[src/hw/sslv_pkg.sv]
// Constants for the synchronous slave serial transceiver.
// Assumes a 32-bit classic Wishbone register bus with one register per aligned word.
package sslv_pkg;
    // Register byte offsets.
    localparam logic [7:0] OFF_RX_STATUS_CONTROL = 8'h00;
    localparam logic [7:0] OFF_TX_STATUS_CONTROL = 8'h04;
    localparam logic [7:0] OFF_RECEIVE_DATA = 8'h08;
    localparam logic [7:0] OFF_TRANSMIT_BUFFER = 8'h0C;
    localparam logic [7:0] OFF_PERIPH_IRQ_ENABLE = 8'h10;
    localparam logic [7:0] OFF_PERIPH_IRQ_FLAGS = 8'h14;
    localparam logic [7:0] OFF_CORE_IRQ_CONTROL = 8'h18;

    // receive_status_control fields.
    localparam int RCS_PORT_EN = 7;
    localparam int RCS_NINE_EN = 6;
    localparam int RCS_SINGLE_EN = 5;
    localparam int RCS_CONT_EN = 4;
    localparam int RCS_ADDR_DET = 3;
    localparam int RCS_FRAME_ERR = 2;
    localparam int RCS_OVERRUN = 1;
    localparam int RCS_NINTH_BIT = 0;

    // transmit_status_control fields.
    localparam int TCS_CLK_SRC = 7;
    localparam int TCS_NINE_EN = 6;
    localparam int TCS_TX_EN = 5;
    localparam int TCS_SYNC = 4;
    localparam int TCS_HIGH_RATE = 2;
    localparam int TCS_SHIFT_EMPTY = 1;
    localparam int TCS_NINTH_BIT = 0;

    // Interrupt enable, flag and core control fields.
    localparam int PIR_RX_FLAG = 5;
    localparam int PIR_TX_FLAG = 4;
    localparam int CIC_GLOBAL_EN = 7;
    localparam int CIC_PERIPH_EN = 6;

    // Reset values and the interrupt vector.
    localparam logic [7:0] RST_BYTE = 8'h00;
    localparam logic [31:0] RST_WORD = 32'h0000_0000;
    localparam logic [15:0] INTERRUPT_VECTOR = 16'h0004;
    localparam logic [15:0] NO_VECTOR = 16'h0000;

    // Character lengths in bits and bit-count steps.
    localparam logic [3:0] BITS_EIGHT = 4'h8;
    localparam logic [3:0] BITS_NINE = 4'h9;
    localparam logic [3:0] CNT_ZERO = 4'h0;
    localparam logic [3:0] CNT_ONE = 4'h1;
endpackage : sslv_pkg

[src/hw/pin_sync.sv]
// Three-stage synchroniser for a pin from outside the sys_clk domain.
// Assumes the pin idles low; a change counts once stages two and three agree.
`timescale 1ns/1ps
`default_nettype none
module pin_sync (
    input wire logic sys_clk,
    input wire logic rst_b,
    input wire logic pin,
    output logic level_q,
    output logic rise_q,
    output logic fall_q
);
    logic s1_q;
    logic s2_q;
    logic s3_q;

    always_ff @(posedge sys_clk or negedge rst_b) begin
        if (!rst_b) begin
            s1_q <= 1'b0;
            s2_q <= 1'b0;
            s3_q <= 1'b0;
        end else begin
            s1_q <= pin;
            s2_q <= s1_q;
            s3_q <= s2_q;
        end
    end

    // The first stage feeds only the second, so metastability never reaches logic.
    always_ff @(posedge sys_clk or negedge rst_b) begin
        if (!rst_b) begin
            level_q <= 1'b0;
            rise_q <= 1'b0;
            fall_q <= 1'b0;
        end else begin
            rise_q <= (s2_q == s3_q) && s3_q && !level_q;
            fall_q <= (s2_q == s3_q) && !s3_q && level_q;
            if (s2_q == s3_q) begin
                level_q <= s3_q;
            end
        end
    end
endmodule : pin_sync
`default_nettype wire

[src/hw/rx_shifter.sv]
// Receive shift register: collects 8 or 9 bits, least significant first.
// Assumes sample pulses come from the synchronised falling edge of the link clock.
`timescale 1ns/1ps
`default_nettype none
module rx_shifter
    import sslv_pkg::*;
(
    input wire logic sys_clk,
    input wire logic rst_b,
    input wire logic clear,
    input wire logic sample,
    input wire logic bit_in,
    input wire logic nine,
    output logic [8:0] word_q,
    output logic done_q
);
    logic [8:0] sr_q;
    logic [3:0] cnt_q;
    logic [8:0] sr_d;
    logic [3:0] len;

    assign sr_d = {bit_in, sr_q[8:1]};
    assign len = nine ? BITS_NINE : BITS_EIGHT;

    always_ff @(posedge sys_clk or negedge rst_b) begin
        if (!rst_b) begin
            sr_q <= 9'h000;
            cnt_q <= CNT_ZERO;
            word_q <= 9'h000;
            done_q <= 1'b0;
        end else begin
            done_q <= 1'b0;
            if (clear) begin
                cnt_q <= CNT_ZERO;
            end else if (sample) begin // RL20
                if (cnt_q + CNT_ONE == len) begin
                    cnt_q <= CNT_ZERO;
                    word_q <= nine ? sr_d : {1'b0, sr_d[8:1]};
                    done_q <= 1'b1;
                end else begin
                    cnt_q <= cnt_q + CNT_ONE;
                end
                sr_q <= sr_d;
            end
        end
    end
endmodule : rx_shifter
`default_nettype wire

[src/hw/sslv_serial.sv]
// Synchronous slave serial transceiver with Wishbone registers and sleep wake-up.
// Assumes an external master drives serial_clock_pin idle low and data valid at its fall.
// Contract
// RL1 - Continuous receive keeps receiver never idle.
// RL2 - Single-receive enable has no reception effect.
// RL3 - Completed word moves into receive data register.
// RL4 - Receive flag with enables wakes sleeping core.
// RL5 - Slave mode: sync, port enable, external clock.
// RL6 - Ninth bit to status, low eight to data.
// RL7 - Software keeps address detection cleared.
// RL8 - Receive flag on completion; interrupt if enabled.
// RL9 - Clearing continuous receive clears overrun error.
// RL10 - Only synchronous slave mode shifts during sleep.
// RL11 - Shift registers clocked only by clock pin.
// RL12 - Software empties receive buffer before sleeping.
// RL13 - Sleeping device accepts clocked word, then wakes.
// RL14 - Software fills transmit buffer before sleeping.
// RL15 - After shift-out, reload buffer, set transmit flag.
// RL16 - Writing transmit buffer clears transmit flag.
// RL17 - Wake resumes, or branches to vector 0004h.
// RL18 - Software reads ninth bit before low byte.
// RL19 - Both receive enables clear means transmitter.
// RL20 - Sample data on clock fall, 8/9 bits.
`timescale 1ns/1ps
`default_nettype none
module sslv_serial (
    input wire logic sys_clk,
    input wire logic rst_b,
    input wire logic wb_cyc_i,
    input wire logic wb_stb_i,
    input wire logic wb_we_i,
    input wire logic [7:0] wb_adr_i,
    input wire logic [31:0] wb_dat_i,
    input wire logic [3:0] wb_sel_i,
    output logic wb_ack_o,
    output logic [31:0] wb_dat_o,
    input wire logic serial_clock_pin,
    input wire logic serial_data_pin_i,
    output logic serial_data_pin_o,
    output logic serial_data_pin_oe_n,
    input wire logic core_sleep,
    output logic core_wake,
    output logic core_branch,
    output logic [15:0] core_vector
);
    import sslv_pkg::*;

    function automatic logic hit(input logic [7:0] adr, input logic [7:0] off);
        hit = (adr[7:2] == off[7:2]);
    endfunction : hit

    logic ack_q;
    logic [31:0] rdat_q;
    logic wb_req;
    logic wb_take;
    logic wr_byte;
    logic [7:0] rd_data;

    logic serial_port_enable_q, rx9_q, single_receive_enable_q, continuous_receive_enable_q, address_detect_enable_q, overrun_error_q, received_ninth_bit_q;
    logic clock_source_select_q, tx9_q, txen_q, sync_q, brgh_q, tx9d_q;
    logic [7:0] pie_q;
    logic [7:0] core_interrupt_control_q;
    logic [7:0] receive_data_q;
    logic receive_flag_q;
    logic [7:0] txbuf_q;
    logic txbuf9_q;
    logic buf_full_q;
    logic [8:0] tsr_q;
    logic [3:0] tsr_cnt_q;
    logic tsr_busy_q;
    logic data_o_q;
    logic oe_n_q;
    logic wake_q;
    logic branch_q;
    logic [15:0] vector_q;

    logic slave_en, rx_mode, tx_mode;
    logic ck_fall;
    logic dt_level;
    logic [8:0] rx_word;
    logic rx_done;
    logic rd_receive_data, wr_txbuf;
    logic accept, overrun;
    logic tx_load;
    logic transmit_flag;
    logic pend;

    assign wb_ack_o = ack_q;
    assign wb_dat_o = rdat_q;
    assign serial_data_pin_o = data_o_q;
    assign serial_data_pin_oe_n = oe_n_q;
    assign core_wake = wake_q;
    assign core_branch = branch_q;
    assign core_vector = vector_q;

    assign slave_en = serial_port_enable_q && sync_q && !clock_source_select_q; // RL5
    assign rx_mode = slave_en && (single_receive_enable_q || continuous_receive_enable_q); // RL19
    assign tx_mode = slave_en && !single_receive_enable_q && !continuous_receive_enable_q && txen_q; // RL19

    // Pins are synchronised alike so data keeps its set-up margin against the clock.
    pin_sync u_ck_sync (
        .sys_clk(sys_clk),
        .rst_b(rst_b),
        .pin(serial_clock_pin),
        .level_q(),
        .rise_q(),
        .fall_q(ck_fall)
    );

    pin_sync u_dt_sync (
        .sys_clk(sys_clk),
        .rst_b(rst_b),
        .pin(serial_data_pin_i),
        .level_q(dt_level),
        .rise_q(),
        .fall_q()
    );

    // Receive runs on link edges alone, so sleep does not stop it; the single-receive
    // enable only selects direction and adds no one-shot behaviour.
    rx_shifter u_rx (
        .sys_clk(sys_clk),
        .rst_b(rst_b),
        .clear(!rx_mode), // RL1 RL2
        .sample(ck_fall), // RL11 RL13
        .bit_in(dt_level),
        .nine(rx9_q),
        .word_q(rx_word),
        .done_q(rx_done)
    );

    // Wishbone: ack one cycle after the request; effects occur on the acked edge.
    assign wb_req = wb_cyc_i && wb_stb_i;
    assign wb_take = wb_req && ack_q;
    assign wr_byte = wb_take && wb_we_i && wb_sel_i[0];
    assign rd_receive_data = wb_take && !wb_we_i && hit(wb_adr_i, OFF_RECEIVE_DATA);
    assign wr_txbuf = wr_byte && hit(wb_adr_i, OFF_TRANSMIT_BUFFER);

    always_comb begin
        rd_data = RST_BYTE;
        if (hit(wb_adr_i, OFF_RX_STATUS_CONTROL)) begin
            rd_data = {serial_port_enable_q, rx9_q, single_receive_enable_q, continuous_receive_enable_q, address_detect_enable_q, 1'b0, overrun_error_q, received_ninth_bit_q};
        end else if (hit(wb_adr_i, OFF_TX_STATUS_CONTROL)) begin
            rd_data = {clock_source_select_q, tx9_q, txen_q, sync_q, 1'b0, brgh_q, !tsr_busy_q, tx9d_q};
        end else if (hit(wb_adr_i, OFF_RECEIVE_DATA)) begin
            rd_data = receive_data_q;
        end else if (hit(wb_adr_i, OFF_PERIPH_IRQ_ENABLE)) begin
            rd_data = pie_q;
        end else if (hit(wb_adr_i, OFF_PERIPH_IRQ_FLAGS)) begin
            rd_data = {2'b00, receive_flag_q, transmit_flag, 4'h0};
        end else if (hit(wb_adr_i, OFF_CORE_IRQ_CONTROL)) begin
            rd_data = core_interrupt_control_q;
        end
    end

    always_ff @(posedge sys_clk or negedge rst_b) begin
        if (!rst_b) begin
            ack_q <= 1'b0;
            rdat_q <= RST_WORD;
        end else begin
            ack_q <= wb_req && !ack_q;
            if (wb_req && !ack_q) begin
                rdat_q <= {24'h00_0000, rd_data};
            end
        end
    end

    always_ff @(posedge sys_clk or negedge rst_b) begin
        if (!rst_b) begin
            {serial_port_enable_q, rx9_q, single_receive_enable_q, continuous_receive_enable_q, address_detect_enable_q} <= 5'h00;
            {clock_source_select_q, tx9_q, txen_q, sync_q, brgh_q, tx9d_q} <= 6'h00;
            pie_q <= RST_BYTE;
            core_interrupt_control_q <= RST_BYTE;
        end else if (wr_byte) begin
            if (hit(wb_adr_i, OFF_RX_STATUS_CONTROL)) begin
                serial_port_enable_q <= wb_dat_i[RCS_PORT_EN];
                rx9_q <= wb_dat_i[RCS_NINE_EN];
                single_receive_enable_q <= wb_dat_i[RCS_SINGLE_EN];
                continuous_receive_enable_q <= wb_dat_i[RCS_CONT_EN];
                address_detect_enable_q <= wb_dat_i[RCS_ADDR_DET]; // RL7
            end
            if (hit(wb_adr_i, OFF_TX_STATUS_CONTROL)) begin
                clock_source_select_q <= wb_dat_i[TCS_CLK_SRC];
                tx9_q <= wb_dat_i[TCS_NINE_EN];
                txen_q <= wb_dat_i[TCS_TX_EN];
                sync_q <= wb_dat_i[TCS_SYNC];
                brgh_q <= wb_dat_i[TCS_HIGH_RATE];
                tx9d_q <= wb_dat_i[TCS_NINTH_BIT];
            end
            if (hit(wb_adr_i, OFF_PERIPH_IRQ_ENABLE)) begin
                pie_q <= wb_dat_i[7:0];
            end
            if (hit(wb_adr_i, OFF_CORE_IRQ_CONTROL)) begin
                core_interrupt_control_q <= wb_dat_i[7:0];
            end
        end
    end

    // Single-entry buffer: with continuous receive set, a word completing while the flag is still pending is an overrun.
    assign accept = rx_done && (!receive_flag_q || rd_receive_data) && !overrun_error_q;
    assign overrun = rx_done && receive_flag_q && !rd_receive_data && continuous_receive_enable_q;

    always_ff @(posedge sys_clk or negedge rst_b) begin
        if (!rst_b) begin
            receive_data_q <= RST_BYTE;
            received_ninth_bit_q <= 1'b0;
            receive_flag_q <= 1'b0;
            overrun_error_q <= 1'b0;
        end else begin
            if (accept) begin
                receive_data_q <= rx_word[7:0]; // RL3
                received_ninth_bit_q <= rx9_q && rx_word[8]; // RL6
            end
            receive_flag_q <= accept || (receive_flag_q && !rd_receive_data && serial_port_enable_q); // RL8
            if (!continuous_receive_enable_q || !serial_port_enable_q) begin
                overrun_error_q <= 1'b0; // RL9
            end else if (overrun) begin
                overrun_error_q <= 1'b1;
            end
        end
    end

    // Transmit: the flag is the emptiness of the buffer, so a buffer write clears it while the port is enabled.
    assign transmit_flag = !buf_full_q;
    assign tx_load = tx_mode && buf_full_q && !tsr_busy_q;

    always_ff @(posedge sys_clk or negedge rst_b) begin
        if (!rst_b) begin
            txbuf_q <= RST_BYTE;
            txbuf9_q <= 1'b0;
            buf_full_q <= 1'b0;
        end else begin
            if (wr_txbuf) begin
                txbuf_q <= wb_dat_i[7:0];
                txbuf9_q <= tx9d_q;
            end
            buf_full_q <= serial_port_enable_q && (wr_txbuf || (buf_full_q && !tx_load)); // RL15 RL16
        end
    end

    always_ff @(posedge sys_clk or negedge rst_b) begin
        if (!rst_b) begin
            tsr_q <= 9'h000;
            tsr_cnt_q <= CNT_ZERO;
            tsr_busy_q <= 1'b0;
            data_o_q <= 1'b1;
            oe_n_q <= 1'b1;
        end else begin
            oe_n_q <= !tx_mode;
            if (!tx_mode) begin
                tsr_busy_q <= 1'b0;
                data_o_q <= 1'b1;
            end else if (tx_load) begin
                tsr_q <= {txbuf9_q, txbuf_q}; // RL15
                tsr_cnt_q <= tx9_q ? BITS_NINE : BITS_EIGHT;
                tsr_busy_q <= 1'b1;
                data_o_q <= txbuf_q[0];
            end else if (tsr_busy_q && ck_fall) begin // RL11
                tsr_q <= {1'b0, tsr_q[8:1]};
                tsr_cnt_q <= tsr_cnt_q - CNT_ONE;
                data_o_q <= tsr_q[1];
                if (tsr_cnt_q == CNT_ONE) begin
                    tsr_busy_q <= 1'b0;
                end
            end
        end
    end

    // Only the slave mode is built, so nothing here depends on the core clock pausing.
    assign pend = core_interrupt_control_q[CIC_PERIPH_EN]
        && ((receive_flag_q && pie_q[PIR_RX_FLAG]) || (transmit_flag && pie_q[PIR_TX_FLAG]));

    always_ff @(posedge sys_clk or negedge rst_b) begin
        if (!rst_b) begin
            wake_q <= 1'b0;
            branch_q <= 1'b0;
            vector_q <= NO_VECTOR;
        end else begin
            wake_q <= core_sleep && pend; // RL4 RL10 RL13
            branch_q <= pend && core_interrupt_control_q[CIC_GLOBAL_EN]; // RL17
            vector_q <= (pend && core_interrupt_control_q[CIC_GLOBAL_EN]) ? INTERRUPT_VECTOR : NO_VECTOR;
        end
    end
endmodule : sslv_serial
`default_nettype wire

[config.mk]
export PLATFORM = sky130hd
export DESIGN_NAME = sslv_serial
export DESIGN_NICKNAME = d
export VERILOG_FILES = /design/src/hw/sslv_pkg.sv /design/src/hw/pin_sync.sv /design/src/hw/rx_shifter.sv /design/src/hw/sslv_serial.sv
export SDC_FILE = /design/constraint.sdc
export NUM_CORES = 1
export LEC_CHECK = 0
export BUFFER_PORTS_ARGS = -buffer_cell sky130_fd_sc_hd__buf_2
export CAP_MARGIN = 0
export CORE_ASPECT_RATIO = 0.8
export CORE_UTILIZATION = 55
export DETAILED_ROUTE_END_ITERATION = 10
export PLACE_DENSITY = 0.79
export SLEW_MARGIN = 20
export SYNTH_ARGS = -nofsm -noshare
export SYNTH_HDL_FRONTEND = slang
export SYNTH_SLANG_ARGS = --single-unit
[constraint.sdc]
create_clock -name sys_clk -period 3.02 [get_ports sys_clk]
set_clock_uncertainty 0.2 [all_clocks]
set_input_delay 0.302 -clock sys_clk [delete_from_list [all_inputs] [get_ports sys_clk]]
set_output_delay 0.302 -clock sys_clk [all_outputs]
set_load 0.02 [all_outputs]
==> results.sh <==
export IMPL_p_sw_share_pct=24.1
export IMPL_synthSimpleGateAreaFrac_pct=10.2
export IMPL_ctsResizeCount=0
export IMPL_io_buffers=36
export IMPL_via_per_inst=5.67
export IMPL_ys_ff_latch=105
export IMPL_tns_ns=0
export IMPL_synth_main_ff_cell="dfrtp_1"
export IMPL_cts_sinks=105
export IMPL_globalRouteMet3Util_pct=4.99
export IMPL_globalplace_congestion=0.854
export IMPL_die_h_um=87.8
export IMPL_dp_hpwl_um=6970
export IMPL_grt_usage_pct=22.6
export IMPL_postSynthAreaPerCell_um2=11.9
export IMPL_tightestPinTransition_ns=0.796
export IMPL_cts_root_buffer="clkbuf_16"
export IMPL_p_per_area_mw_per_mm2=495
export IMPL_leakage_nw=2.75
export IMPL_end_kind="register"
export IMPL_start_util_pct=58.1
export IMPL_cts_buffers=9
export IMPL_finalWirelength_um=9970
export IMPL_clk_latency_ns=0.34
export IMPL_grt_max_degree=106
export IMPL_drv_cap=0
export IMPL_placementRows=30
export IMPL_overflow=0
export IMPL_dp_slack_ns=0.488
export IMPL_synthXorXnorAreaFrac_pct=0.865
export IMPL_hold_violations=0
export IMPL_power_switching_uw=658
export IMPL_power_internal_mw=2.07
export IMPL_io_pins=105
export IMPL_grt_setup_unrepaired="false"
export IMPL_status="finished, final reports clean"
export IMPL_firstDrtPassIters=7
export IMPL_seq_power_share_pct=52.4
export IMPL_synth_async_reset_ratio_pct=100
export IMPL_hp_class="input port to register"
export IMPL_clock_fmax_ghz=0.402
export IMPL_h_tree_depth=3
export IMPL_required_ns=3.05
export IMPL_synthCells=426
export IMPL_synth_fa_ha_area_share_pct=1.19
export IMPL_via_count=3289
export IMPL_layout_drive_gt1_share_pct=29.5
export IMPL_drv_slew=0
export IMPL_setup_viol=0
export IMPL_first_global_vias=3249
export IMPL_fin_cells=580
export IMPL_cts_tree="built"
export IMPL_crit_fanout=14
export IMPL_synth_warnings=0
export IMPL_synthToLayoutAreaGrowth_pct=9.05
export IMPL_post_route_min_period_ns=2.49
export IMPL_synth_edf_count=0
export IMPL_use_met2_pct=34.0
export IMPL_relSlewSlack_pct=46.8
export IMPL_place_inst=560
export IMPL_cts_hold_buf=4
export IMPL_path_clk_slew_ns=0.07
export IMPL_grt_util_met1_pct=33.0
export IMPL_period_share_pct=82.4
export IMPL_fin_ws_ns=0.530
export IMPL_irDropWorstVdd_mv=0.317
export IMPL_antenna_found_initial=0
export IMPL_synth_mux_area_share_pct=18.6
export IMPL_antenna_cells=0
export IMPL_crit_type="register to register"
export IMPL_drtIter0Drc=275
export IMPL_pwr_share_clk_pct=41.3
export IMPL_power_mw=2.73
export IMPL_start_kind="register"
export IMPL_syn_area_mm2=0.00506
export IMPL_clk_path_buf_depth=2
export IMPL_post_cts_buffers=0
export IMPL_drc_errors=0
export IMPL_grt_pass1_wl_um=16300
export IMPL_wl_per_cell_um=17.2
export IMPL_fin_nets=519
export IMPL_core_area_mm2=0.00871
export IMPL_synth_compound_area_share_pct=8.18
export IMPL_synth_top_family_by_area="multiplexers"
export IMPL_p_comb_share_pct=6.3
export IMPL_yosysUniqueCellTypes=56
export IMPL_die_area_mm2=0.00959
export IMPL_gr_max_usage_layer="met2"
export IMPL_final_antenna_net_count=0
export IMPL_ys_seq_area_share_pct=52.0
export IMPL_arrival_ns=2.52
export IMPL_die_w_um=109
## cell usage in the layout, fill, tap and decap left out, types with 2 or more instances in the layout
cell           count
mux2_2            63
inv_1             17
o221ai_1           3
clkbuf_16          9
nor2_1            15
o21ai_0           14
and4_1             2
dfstp_2            2
xnor2_1            2
nor4_1             2
dlygate4sd3_1      4
buf_2             35
o22ai_1            2
a21oi_1            8
clkbuf_8           2
buf_4              5
mux2i_1           11
clkinv_4           2
nand3b_1           4
nor3_1             5
xor2_1             3
nand2_1           32
o31ai_1            3
nand2b_1           7
o211ai_1           2
and3b_1            2
or3_1              2
nand3_1            6
o311ai_0           3
nor2b_1            3
nor3b_1            2
nor3_2             2
a22oi_1           10
dfrtp_1          103
conb_1            39
ha_1               4
a31oi_1            2
mux2_4             8
and2_1             6
## per-layer routing
metal | wire length (µm) | up-vias | share of wire (%)
met3 | 679 | 16 | 6.8
li1 | - | 1485 | -
met5 | 0 | - | 0
met2 | 4560 | 136 | 46
met4 | 125 | 0 | 1.3
met1 | 4610 | 1652 | 46
## through the flow
stage / instance area (µm²) / hold WS, ns / utilization (%)
after CTS: 5520 / 0.0177 / 63.4
after detailed placement: 5190 / 0.138 / 59.6
after global routing: 5520 / 0.0369 / 63.4
after floorplan: 5200 / -0.194 / -
final: 5520 / 0.0248 / 63.4
after global placement: 5190 / 0.137 / 59.6
## cell usage after synthesis (4+ instances only)
master	n	area, µm²
mux2_4	8	120
o21ai_0	14	70.1
a21oi_1	8	40.0
mux2i_1	11	110
inv_1	17	63.8
nor2_1	15	56.3
dfrtp_1	103	2580
nand2b_1	7	43.8
buf_4	40	300
clkbuf_1	11	41.3
nand2_1	32	120
nand3_1	6	30.0
and2_1	6	37.5
a22oi_1	10	75.1
ha_1	4	50.1
nand3b_1	4	30.0
nor3_1	5	25.0
mux2_2	63	709
## power groups by stage
stage,logic [mW],clock network [mW],registers (mW)
floorplan,0.130,0,1.46
global placement,0.164,0,1.46
detailed placement,0.167,0,1.46
CTS,0.171,1.14,1.43
global route,0.190,1.19,1.43
finish,0.171,1.13,1.43
## flip-flops by register name, summed over array words and instances (netlist names), 4 cells and up
register,cells
u_rx.word_q,9
tsr_q,8
u_rx.sr_q,8
core_interrupt_control_q,8
receive_data_q,8
tsr_cnt_q,4
pie_q,8
u_rx.cnt_q,4
txbuf_q,8
wb_dat_o,8
## worst paths after layout
path,from,to,slack [ns],cells past startpoint
worst max register to register,rx9_q$_DFFE_PN0P_,u_rx.word_q[2]$_DFFE_PN0P_,0.53,4
min in group asynchronous,rst_b,u_dt_sync.s1_q$_DFF_PN0_,0.36,3
worst max-delay path,rx9_q$_DFFE_PN0P_,u_rx.word_q[2]$_DFFE_PN0P_,0.53,4
max in group asynchronous,rst_b,serial_data_pin_oe_n$_DFF_PN1_,1.86,3
worst min register to register,u_ck_sync.s1_q$_DFF_PN0_,u_ck_sync.s2_q$_DFF_PN0_,0.16,0
worst min-delay path,wb_dat_i[1],pie_q[1]$_DFFE_PN0P_,0.02,2
## area by class of cell
class	instances	area, µm²
Clock inverter	5	38.8
Sequential cell	105	2630
Clock buffer	11	253
Tap cell	112	140
Fill cell	654	3190
Multi-Input combinational cell	285	2120
Inverter	17	63.8
Timing Repair Buffer	45	273
## worst max-delay path: stages, from the launching register on
cell     delay [ns]
dfrtp_1        0.74
xnor2_1        0.11
or3_1          0.43
nor3_4         0.49
mux2_2         0.40
## logic make-up after synthesis
group,count (synthesis)
XOR/XNOR,5
multiplexers,82
adder cells (fa/ha/maj),5
flip-flops,105
AO/OA/AOI/OAI,58
buffers and inverters,74
other,1
AND/OR/NAND/NOR,96
(Power assumes the default switching activity.)
